$ cat config.mk
export PLATFORM = sky130hd
export DESIGN_NAME = tarp_top
export DESIGN_NICKNAME = d
export VERILOG_FILES = /design/src/tarp_pkg.sv /design/src/tarp_sync.sv /design/src/tarp_alarm.sv /design/src/tarp_top.sv
export SDC_FILE = /design/constraint.sdc
export NUM_CORES = 1
export LEC_CHECK = 0
export BUFFER_PORTS_ARGS = -buffer_cell sky130_fd_sc_hd__buf_2
export CAP_MARGIN = 15
export CORE_ASPECT_RATIO = 0.9
export CORE_MARGIN = 3
export CORE_UTILIZATION = 35
export CTS_CLUSTER_DIAMETER = 120
export DETAILED_ROUTE_END_ITERATION = 8
export HOLD_SLACK_MARGIN = 0.05
export PLACE_DENSITY = 0.57
export SETUP_SLACK_MARGIN = 0.3
export SYNTH_ARGS = -nofsm -noshare
export SYNTH_HDL_FRONTEND = slang
export SYNTH_SLANG_ARGS = --single-unit
$ cat constraint.sdc
create_clock -name clk -period 6.38 [get_ports clk]
set_clock_uncertainty 0.15 [all_clocks]
set_input_delay 1.276 -clock clk [delete_from_list [all_inputs] [get_ports clk]]
set_output_delay 1.276 -clock clk [all_outputs]
set_load 0.02 [all_outputs]
$ cat src/tarp_pkg.sv
/*
 * Shared constants for the thermal alarm register port: register command
 * offsets, reset values, flag positions, serial framing counts and the
 * slave state enumeration.
 * Assumes every user imports the whole package.
 */
package tarp_pkg;

    // ------------------------------------------------------------------
    // Register command offsets
    // ------------------------------------------------------------------
    localparam logic [7:0] OFS_REMOTE_TEMP = 8'h00;
    localparam logic [7:0] OFS_LOCAL_TEMP = 8'h01;
    localparam logic [7:0] OFS_SETUP = 8'h02;
    localparam logic [7:0] OFS_REMOTE_LIMIT = 8'h03;
    localparam logic [7:0] OFS_LOCAL_LIMIT = 8'h04;
    localparam logic [7:0] OFS_ALARM_FLAGS = 8'h05;
    localparam logic [7:0] OFS_ALARM_MASK = 8'h06;

    // ------------------------------------------------------------------
    // Reset values
    // ------------------------------------------------------------------
    localparam logic [7:0] RST_TEMP = 8'h00;
    localparam logic [7:0] RST_SETUP = 8'h00;
    localparam logic [7:0] RST_REMOTE_LIMIT = 8'h6E;
    localparam logic [7:0] RST_LOCAL_LIMIT = 8'h50;
    localparam logic [1:0] RST_FLAGS = 2'h0;
    localparam logic [1:0] RST_MASK = 2'h0;
    localparam logic [7:0] RD_UNMAPPED = 8'h00;

    // ------------------------------------------------------------------
    // Flag and mask layout: bit 7 remote, bit 6 local, rest read zero
    // ------------------------------------------------------------------
    localparam int FLAG_HI = 7;
    localparam int FLAG_LO = 6;
    localparam int CH_REMOTE = 1;
    localparam int CH_LOCAL = 0;
    localparam int N_CH = 2;
    localparam logic [5:0] FLAG_PAD = 6'h00;

    // ------------------------------------------------------------------
    // Serial framing
    // ------------------------------------------------------------------
    localparam logic [3:0] BIT_CNT_ZERO = 4'h0;
    localparam logic [3:0] BIT_CNT_ONE = 4'h1;
    localparam logic [3:0] BIT_LAST_OUT = 4'h7;
    localparam logic [3:0] BYTE_BITS = 4'h8;
    localparam logic [6:0] DEV_ADDR_DEFAULT = 7'h2A;

    typedef enum logic [3:0] {
        ST_IDLE,
        ST_ADDR,
        ST_ADDR_ACK,
        ST_CMD,
        ST_CMD_ACK,
        ST_WDATA,
        ST_WDATA_ACK,
        ST_RDATA,
        ST_RDATA_ACK,
        ST_IGNORE
    } tarp_state_e;

endpackage

$ cat src/tarp_sync.sv
/*
 * Two-flop synchroniser for a group of asynchronous pin inputs.
 * Assumes the inputs are independent levels; no bus coherency is implied.
 */
`timescale 1ns/10ps
module tarp_sync #(
    parameter int W = 2
) (
    input wire logic clk,
    input wire logic resetn,
    input wire logic [W-1:0] d,
    output logic [W-1:0] q
);

    // Inputs idle high on an open-drain bus, so reset to one.
    logic [W-1:0] meta_reg;

    genvar i;
    generate
        for (i = 0; i < W; i++) begin : g_bit
            always_ff @(posedge clk) begin
                if (!resetn) begin
                    meta_reg[i] <= 1'b1;
                    q[i] <= 1'b1;
                end else begin
                    meta_reg[i] <= d[i];
                    q[i] <= meta_reg[i];
                end
            end
        end
    endgenerate

endmodule

$ cat src/tarp_alarm.sv
/*
 * Over-temperature compare, sticky alarm flags and the open-drain alarm
 * enable for the remote and local channels.
 * Assumes meas_done is a one-cycle pulse on clk carrying fresh readings,
 * and status_read is a one-cycle pulse when the flag byte is sent.
 */
`timescale 1ns/10ps
module tarp_alarm
    import tarp_pkg::*;
(
    input wire logic clk,
    input wire logic resetn,
    input wire logic meas_done,
    input wire logic [15:0] meas,
    input wire logic [15:0] limit,
    input wire logic [1:0] mask,
    input wire logic status_read,
    output logic [1:0] flags,
    output logic alarm_oe
);

    logic [1:0] over;
    logic [1:0] trip;

    // --------------------------------------------------------------------
    // Per-channel compare and sticky flag
    // --------------------------------------------------------------------
    genvar i;
    generate
        for (i = 0; i < N_CH; i++) begin : g_ch
            assign over[i] = meas[i*8 +: 8] > limit[i*8 +: 8];
            assign trip[i] = meas_done && over[i];

            // A trip in the same cycle as a clearing read wins.
            always_ff @(posedge clk) begin
                if (!resetn) begin
                    flags[i] <= RST_FLAGS[i];
                end else if (trip[i]) begin
                    flags[i] <= 1'b1;
                end else if (status_read) begin
                    flags[i] <= 1'b0;
                end
            end
        end
    endgenerate

    // --------------------------------------------------------------------
    // Alarm pin enable
    // --------------------------------------------------------------------
    // The pin stays latched low until the flags are read, even if the
    // temperature drops back, so a short excursion is never missed.
    always_ff @(posedge clk) begin
        if (!resetn) begin
            alarm_oe <= 1'b0;
        end else if (|(trip & ~mask)) begin
            alarm_oe <= 1'b1;
        end else if (status_read) begin
            alarm_oe <= 1'b0;
        end
    end

    chk_alarm_assert: assert property (@(posedge clk)
        disable iff (!resetn)
        meas_done && |(over & ~mask) |=> alarm_oe)
        else $error("Alarm not driven after unmasked over-limit reading.");

    chk_mask_blocks: assert property (@(posedge clk)
        disable iff (!resetn)
        !alarm_oe && meas_done && ((over & ~mask) == 2'h0) |=> !alarm_oe)
        else $error("Masked or clear channel drove the alarm.");

    chk_flag_sets: assert property (@(posedge clk)
        disable iff (!resetn)
        meas_done && over[CH_REMOTE] |=> flags[CH_REMOTE])
        else $error("Remote flag not set after over-limit reading.");

    chk_read_clears: assert property (@(posedge clk)
        disable iff (!resetn)
        status_read && !meas_done |=> flags == 2'h0 && !alarm_oe)
        else $error("Status read did not clear flags and release alarm.");

    chk_flag_hold: assert property (@(posedge clk)
        disable iff (!resetn)
        !status_read && !meas_done |=> $stable(flags))
        else $error("Alarm flags changed without a read or measurement.");

endmodule

$ cat src/tarp_top.sv
/*
 * Two-wire serial register port with over-temperature alarm: slave
 * receiver/transmitter, register bank and alarm wiring.
 * Assumes the bus pins are open drain with external pull-ups, that the
 * measurement engine delivers readings with a one-cycle meas_done pulse
 * on clk, and that the fan logic consumes setup_out.
 */
`timescale 1ns/10ps
module tarp_top
    import tarp_pkg::*;
#(
    parameter logic [6:0] DEV_ADDR = DEV_ADDR_DEFAULT
) (
    input wire logic clk,
    input wire logic resetn,
    input wire logic scl_in,
    input wire logic sda_in,
    output logic sda_out,
    output logic sda_oe,
    input wire logic meas_done,
    input wire logic [7:0] remote_meas,
    input wire logic [7:0] local_meas,
    output logic overheat_alarm_n_out,
    output logic overheat_alarm_n_oe,
    output logic [7:0] setup_out
);

    // ------------------------------------------------------------------
    // Pin synchronisation and bus conditions
    // ------------------------------------------------------------------
    logic [1:0] pin_sync;
    logic scl_s;
    logic sda_s;
    logic scl_d;
    logic sda_d;
    logic scl_rise;
    logic scl_fall;
    logic bus_start;
    logic bus_stop;

    tarp_sync #(.W(2)) u_sync (
        .clk(clk),
        .resetn(resetn),
        .d({scl_in, sda_in}),
        .q(pin_sync)
    );

    assign scl_s = pin_sync[1];
    assign sda_s = pin_sync[0];

    always_ff @(posedge clk) begin
        if (!resetn) begin
            scl_d <= 1'b1;
            sda_d <= 1'b1;
        end else begin
            scl_d <= scl_s;
            sda_d <= sda_s;
        end
    end

    assign scl_rise = scl_s && !scl_d;
    assign scl_fall = !scl_s && scl_d;
    assign bus_start = scl_s && scl_d && sda_d && !sda_s;
    assign bus_stop = scl_s && scl_d && !sda_d && sda_s;

    // ------------------------------------------------------------------
    // Register bank
    // ------------------------------------------------------------------
    logic [7:0] remote_temp_reading_reg;
    logic [7:0] local_temp_reading_reg;
    logic [7:0] setup_byte_reg;
    logic [7:0] remote_alarm_limit_reg;
    logic [7:0] local_alarm_limit_reg;
    logic [1:0] alarm_mask_reg;
    logic [1:0] alarm_flags;
    logic alarm_oe;

    tarp_state_e state_reg;
    logic [3:0] bit_cnt_reg;
    logic [7:0] shift_reg;
    logic [7:0] pointer_reg;
    logic rw_reg;
    logic nack_reg;
    logic wr_en;
    logic load_rd;
    logic status_read;
    logic [7:0] rd_data;

    // Readings are unsigned whole degrees, bit 7 worth 128 C.
    always_ff @(posedge clk) begin
        if (!resetn) begin
            remote_temp_reading_reg <= RST_TEMP;
            local_temp_reading_reg <= RST_TEMP;
        end else if (meas_done) begin
            remote_temp_reading_reg <= remote_meas;
            local_temp_reading_reg <= local_meas;
        end
    end

    assign wr_en = (state_reg == ST_WDATA) && scl_fall
        && (bit_cnt_reg == BYTE_BITS);

    // Read-only offsets, including the flags, ignore writes.
    always_ff @(posedge clk) begin
        if (!resetn) begin
            setup_byte_reg <= RST_SETUP;
            remote_alarm_limit_reg <= RST_REMOTE_LIMIT;
            local_alarm_limit_reg <= RST_LOCAL_LIMIT;
            alarm_mask_reg <= RST_MASK;
        end else if (wr_en) begin
            case (pointer_reg)
                OFS_SETUP: setup_byte_reg <= shift_reg;
                OFS_REMOTE_LIMIT: remote_alarm_limit_reg <= shift_reg;
                OFS_LOCAL_LIMIT: local_alarm_limit_reg <= shift_reg;
                OFS_ALARM_MASK: begin
                    alarm_mask_reg <= shift_reg[FLAG_HI:FLAG_LO];
                end
                default: begin
                end
            endcase
        end
    end

    always_comb begin
        case (pointer_reg)
            OFS_REMOTE_TEMP: rd_data = remote_temp_reading_reg;
            OFS_LOCAL_TEMP: rd_data = local_temp_reading_reg;
            OFS_SETUP: rd_data = setup_byte_reg;
            OFS_REMOTE_LIMIT: rd_data = remote_alarm_limit_reg;
            OFS_LOCAL_LIMIT: rd_data = local_alarm_limit_reg;
            OFS_ALARM_FLAGS: rd_data = {alarm_flags, FLAG_PAD};
            OFS_ALARM_MASK: rd_data = {alarm_mask_reg, FLAG_PAD};
            default: rd_data = RD_UNMAPPED;
        endcase
    end

    // ------------------------------------------------------------------
    // Alarm
    // ------------------------------------------------------------------
    // The flags are cleared the moment their byte is loaded for sending,
    // so an aborted read still counts as a read.
    assign load_rd = scl_fall
        && (((state_reg == ST_ADDR_ACK) && rw_reg)
        || ((state_reg == ST_RDATA_ACK) && !nack_reg));
    assign status_read = load_rd && (pointer_reg == OFS_ALARM_FLAGS);

    tarp_alarm u_alarm (
        .clk(clk),
        .resetn(resetn),
        .meas_done(meas_done),
        .meas({remote_meas, local_meas}),
        .limit({remote_alarm_limit_reg, local_alarm_limit_reg}),
        .mask(alarm_mask_reg),
        .status_read(status_read),
        .flags(alarm_flags),
        .alarm_oe(alarm_oe)
    );

    always_ff @(posedge clk) begin
        if (!resetn) begin
            overheat_alarm_n_out <= 1'b0;
            overheat_alarm_n_oe <= 1'b0;
            setup_out <= RST_SETUP;
            sda_out <= 1'b0;
        end else begin
            overheat_alarm_n_out <= 1'b0;
            overheat_alarm_n_oe <= alarm_oe;
            setup_out <= setup_byte_reg;
            sda_out <= 1'b0;
        end
    end

    // ------------------------------------------------------------------
    // Serial slave
    // ------------------------------------------------------------------
    // Bits are taken on the rising clock edge and our own drive changes
    // only on the falling edge, so data is stable while the clock is high.
    always_ff @(posedge clk) begin
        if (!resetn) begin
            state_reg <= ST_IDLE;
            bit_cnt_reg <= BIT_CNT_ZERO;
            shift_reg <= RD_UNMAPPED;
            pointer_reg <= OFS_REMOTE_TEMP;
            rw_reg <= 1'b0;
            nack_reg <= 1'b1;
            sda_oe <= 1'b0;
        end else if (bus_stop) begin
            state_reg <= ST_IDLE;
            sda_oe <= 1'b0;
        end else if (bus_start) begin
            state_reg <= ST_ADDR;
            bit_cnt_reg <= BIT_CNT_ZERO;
            sda_oe <= 1'b0;
        end else if (scl_rise) begin
            case (state_reg)
                ST_ADDR, ST_CMD, ST_WDATA: begin
                    shift_reg <= {shift_reg[6:0], sda_s};
                    bit_cnt_reg <= bit_cnt_reg + BIT_CNT_ONE;
                end
                ST_RDATA_ACK: nack_reg <= sda_s;
                default: begin
                end
            endcase
        end else if (scl_fall) begin
            case (state_reg)
                ST_ADDR: begin
                    if (bit_cnt_reg == BYTE_BITS) begin
                        if (shift_reg[7:1] == DEV_ADDR) begin
                            state_reg <= ST_ADDR_ACK;
                            rw_reg <= shift_reg[0];
                            sda_oe <= 1'b1;
                        end else begin
                            state_reg <= ST_IGNORE;
                        end
                    end
                end
                ST_ADDR_ACK: begin
                    bit_cnt_reg <= BIT_CNT_ZERO;
                    if (rw_reg) begin
                        state_reg <= ST_RDATA;
                        shift_reg <= rd_data;
                        sda_oe <= !rd_data[7];
                    end else begin
                        state_reg <= ST_CMD;
                        sda_oe <= 1'b0;
                    end
                end
                ST_CMD: begin
                    if (bit_cnt_reg == BYTE_BITS) begin
                        pointer_reg <= shift_reg;
                        state_reg <= ST_CMD_ACK;
                        sda_oe <= 1'b1;
                    end
                end
                ST_CMD_ACK: begin
                    state_reg <= ST_WDATA;
                    bit_cnt_reg <= BIT_CNT_ZERO;
                    sda_oe <= 1'b0;
                end
                ST_WDATA: begin
                    if (bit_cnt_reg == BYTE_BITS) begin
                        state_reg <= ST_WDATA_ACK;
                        sda_oe <= 1'b1;
                    end
                end
                ST_WDATA_ACK: begin
                    // Only one data byte per write; later bytes are not
                    // acknowledged.
                    state_reg <= ST_IGNORE;
                    sda_oe <= 1'b0;
                end
                ST_RDATA: begin
                    if (bit_cnt_reg == BIT_LAST_OUT) begin
                        state_reg <= ST_RDATA_ACK;
                        sda_oe <= 1'b0;
                    end else begin
                        shift_reg <= {shift_reg[6:0], 1'b0};
                        sda_oe <= !shift_reg[6];
                    end
                    bit_cnt_reg <= bit_cnt_reg + BIT_CNT_ONE;
                end
                ST_RDATA_ACK: begin
                    bit_cnt_reg <= BIT_CNT_ZERO;
                    if (nack_reg) begin
                        state_reg <= ST_IGNORE;
                    end else begin
                        state_reg <= ST_RDATA;
                        shift_reg <= rd_data;
                        sda_oe <= !rd_data[7];
                    end
                end
                ST_IDLE, ST_IGNORE: sda_oe <= 1'b0;
                default: begin
                    state_reg <= ST_IDLE;
                    sda_oe <= 1'b0;
                end
            endcase
        end
    end

    // ------------------------------------------------------------------
    // Checks
    // ------------------------------------------------------------------
    chk_pointer_load: assert property (@(posedge clk)
        disable iff (!resetn)
        state_reg == ST_CMD && scl_fall && !bus_start && !bus_stop
        && bit_cnt_reg == BYTE_BITS
        |=> pointer_reg == $past(shift_reg) && sda_oe)
        else $error("Command byte did not load the pointer with an ack.");

    chk_addr_reject: assert property (@(posedge clk)
        disable iff (!resetn)
        state_reg == ST_ADDR && scl_fall && !bus_start && !bus_stop
        && bit_cnt_reg == BYTE_BITS && shift_reg[7:1] != DEV_ADDR
        |=> state_reg == ST_IGNORE && !sda_oe)
        else $error("Foreign address was acknowledged.");

    chk_msb_first: assert property (@(posedge clk)
        disable iff (!resetn)
        state_reg == ST_RDATA && scl_fall && !bus_start && !bus_stop
        && bit_cnt_reg != BIT_LAST_OUT
        |=> sda_oe == !$past(shift_reg[6]))
        else $error("Read byte not shifted out MSB first.");

    chk_read_mux: assert property (@(posedge clk)
        disable iff (!resetn)
        load_rd && !bus_start && !bus_stop
        && pointer_reg == OFS_REMOTE_TEMP
        |=> shift_reg == $past(remote_temp_reading_reg))
        else $error("Command 00h did not return the remote reading.");

    chk_reset_values: assert property (@(posedge clk)
        disable iff (!resetn)
        $rose(resetn) |-> remote_temp_reading_reg == RST_TEMP
        && local_temp_reading_reg == RST_TEMP
        && setup_byte_reg == RST_SETUP
        && remote_alarm_limit_reg == RST_REMOTE_LIMIT
        && local_alarm_limit_reg == RST_LOCAL_LIMIT
        && alarm_flags == RST_FLAGS)
        else $error("Register bank reset values wrong.");

    // The data byte is acknowledged for a whole bit time, so the ack is
    // checked at the first edge after the store, not its release.
    chk_limit_write: assert property (@(posedge clk)
        disable iff (!resetn)
        wr_en && !bus_start && !bus_stop
        && pointer_reg == OFS_REMOTE_LIMIT
        |=> remote_alarm_limit_reg == $past(shift_reg) && sda_oe)
        else $error("Write byte not stored in the remote limit or not acked.");

    chk_alarm_pin: assert property (@(posedge clk)
        disable iff (!resetn)
        status_read && !meas_done |=> ##1 !overheat_alarm_n_oe)
        else $error("Flag read did not release the alarm pin.");

endmodule

==> flow_metrics.py <==
metrics = {
    "worst_setup_path": {
        "cp.arrival_ps": 2810,
        "critPathBufInv": 0,
        "rr_startpoint": "pointer_reg[2]",
        "critPathMaxStageDelay_ps": 1000,
        "cp.required_ps": 6430,
        "critPathLaunchType": "flop",
        "crit_type": "flop to flop",
        "critPathCaptureType": "flop",
        "cp_max_fo": 23,
        "cp_top_family": "simple AND/OR/NAND/NOR gates",
        "crit_chain": "nor2b_1, or4b_1, mux2i_1, nand2_1",
        "r2r_end": "local_alarm_limit_reg[6]",
        "r2r_slack_ps": 3620,
        "rr_worst_depth": 4,
        "crit_slowest_cell": "dfxtp_1",
    },
    "yosys": {
        "synth_edf_count": 0,
        "async_reset_ff_frac": 0,
        "avgSynthCellArea_um2": 8.80,
        "syn_inst": 512,
        "ys_types": 62,
        "ys.warnings.count": 0,
        "synth_seq_area_share": 0.386,
        "synth-seq-cells": 87,
        "syn_area_um2": 4510,
        "synth_ff_type": "dfxtp_1",
    },
    "worst_hold_path": {
        "holdPathEnd": "u_sync.q[0]",
        "worstHoldStart": "u_sync.meta_reg[0]",
        "hold_class": "flop to flop",
        "holdPathStages": 1,
    },
    "sta": {
        "slew_headroom": 0.308,
        "timing.fmax_mhz": 362,
        "worst_pin_slew_ps": 1040,
        "finalSetupViolCount": 0,
        "period_minus_slack_ps": 2760,
        "slew_violations": 0,
        "finalCritPeriodShare": 0.433,
        "rsz0062_at_grt": "no",
        "hold_viol_final": 0,
        "tns_ps": 0,
    },
    "clock_network": {
        "ctsResizeCount": 0,
        "cts_hold_buffers": 0,
        "clock_path_buffers": 2,
        "worstSkewPairLatency_ps": 340,
        "root_buffer": "clkbuf_16",
        "clkSinkCount": 87,
        "post-cts-setup-buffer-count": 0,
        "h-tree-depth": 3,
        "cts_made_buffers": 9,
        "cts_tree": "built",
        "cts.clk_slew.worst_paths_ps": 60,
    },
    "pwr": {
        "ir_drop_mv": 0.124,
        "powerDensity_nw_per_um2": 248,
        "leakage_uw": 0.00206,
        "finalPower_uw": 1260,
    },
    "grt": {
        "grt_usage": 0.159,
        "grt_start_max_net_pins": 48,
        "antenna_found_initial": 0,
        "grt_pass1_wl_um": 18100,
        "grt-ovfl-total": 0,
        "grt_pass1_vias": 3432,
    },
    "die": {
        "ioPinCount": 33,
        "fp.dieArea_um2": 14300,
        "die_h_um": 114,
        "design.core.area_um2": 12300,
        "fp-row-count": 38,
        "fp.dieW_um": 126,
        "start_util": 0.366,
    },
    "detailed_routing": {
        "wl_per_cell_um": 16.4,
        "vias": 3729,
        "vias_per_cell": 5.40,
        "drc_errors": 0,
        "wirelength_um": 11300,
        "antenna_left": 0,
        "drt-initial-drc-count": 324,
        "dr.pass1.iters": 5,
    },
    "placed_design": {
        "dp_hpwl_um": 7960,
        "io_buffer_count": 30,
        "place.gp.congestion": 0.912,
    },
    "final_layout": {
        "nets": 566,
        "final_common_cell": "dfxtp_1",
        "drive_above_1_share": 0.112,
        "area_delta_synth_final_pct": 12.9,
        "nFillCells": 1186,
        "mostFrequentLayoutCells": "dfxtp_1, mux2i_1, nor2_1, nand2_1, buf_2",
    },
    "status": {
        "status": "complete, no violations",
    },
    "flow_run": {
        "max_cap_violations": 0,
    },
}
## worst register-to-register path, delay by kind of cell (launching register included)
family           cells  cell delay (ps)
and+or+nand+nor      3             1220
muxes                1              250
DFF                  1             1000
## metal layers
metal | track usage | share of wire | vias up
li1 | - | - | 1838
met1 | 0.231 | 0.50 | 1756
met2 | 0.235 | 0.43 | 129
met3 | 0.0370 | 0.061 | 6
met4 | 0.0455 | 0.0080 | 0
met5 | 0 | 0 | -
## logic make-up after synthesis
logic type,Yosys count,synth area share
AOI/OAI and AO/OA,99,0.143
adders and majority gates,21,0.0583
muxes,59,0.137
other,1,0.000832
and+or+nand+nor,185,0.217
DFF,87,0.386
xor gates and xnor gates,2,0.00389
buffers and inverters,58,0.0530
## Yosys cell counts (all sizes together), types with 3 or more instances
cell | count | area, um2
a311oi | 6 | 52.6
nand2b | 13 | 81.3
nand3b | 3 | 22.5
dfxtp | 87 | 1740
ha | 21 | 263
or2 | 4 | 25.0
o22ai | 4 | 25.0
a21oi | 25 | 125
and2 | 12 | 75.1
nor3 | 6 | 46.3
nand2 | 48 | 180
inv | 27 | 101
o211ai | 6 | 45.0
nor3b | 3 | 22.5
a211oi | 6 | 50.1
nor2 | 52 | 195
mux2 | 3 | 33.8
nor4b | 3 | 38.8
and3b | 4 | 35.0
a31oi | 6 | 37.5
nor2b | 7 | 43.8
buf | 17 | 85.1
o21ai | 26 | 130
mux2i | 54 | 541
nand4 | 11 | 75.1
nand3 | 6 | 30.0
clkbuf | 14 | 52.6
## worst max-delay path by stage
stage | from | to | slack [ps] | depth (start not counted)
2_1_floorplan | meas_done | local_temp_reading_reg[1] | 3700 | 4
3_5_place_dp | resetn | nack_reg | 3440 | 4
5_1_grt | pointer_reg[2] | local_alarm_limit_reg[3] | 3510 | 4
4_1_cts | pointer_reg[2] | local_alarm_limit_reg[6] | 3650 | 4
3_3_place_gp | resetn | nack_reg | 3440 | 4
6_report | pointer_reg[2] | local_alarm_limit_reg[6] | 3620 | 4
## per-stage QoR
stage,utilization,hold slack (ps),std cells,setup WS [ps],instance area [um2]
finish,0.413,257,690,3620,5090
floorplan,-,236,513,3700,4510
global placement,0.384,242,673,3440,4730
CTS,0.413,256,689,3650,5090
detailed placement,0.384,242,673,3440,4730
global route,0.413,290,689,3510,5090
## layout make-up
cell class,instances,area [um2],share of cell area
Antenna cell,1,2.50,0.000492
Clock buffer,11,253,0.0497
Clock inverter,5,104,0.0204
Inverter,27,101,0.0199
Multi-Input combinational cell,368,2530,0.497
Sequential cell,87,1740,0.342
Tap cell,160,200,0.0393
Timing Repair Buffer,31,158,0.0310
## where the power goes
part | leakage [uW] | switching, uW | total [uW] | internal, uW
combinational | 0.00118 | 45.9 | 77.2 | 31.2
sequential | 0.000707 | 10.3 | 565 | 554
clock | 0.000176 | 216 | 619 | 404
No activity file was read; power rests on OpenSTA's default activity.
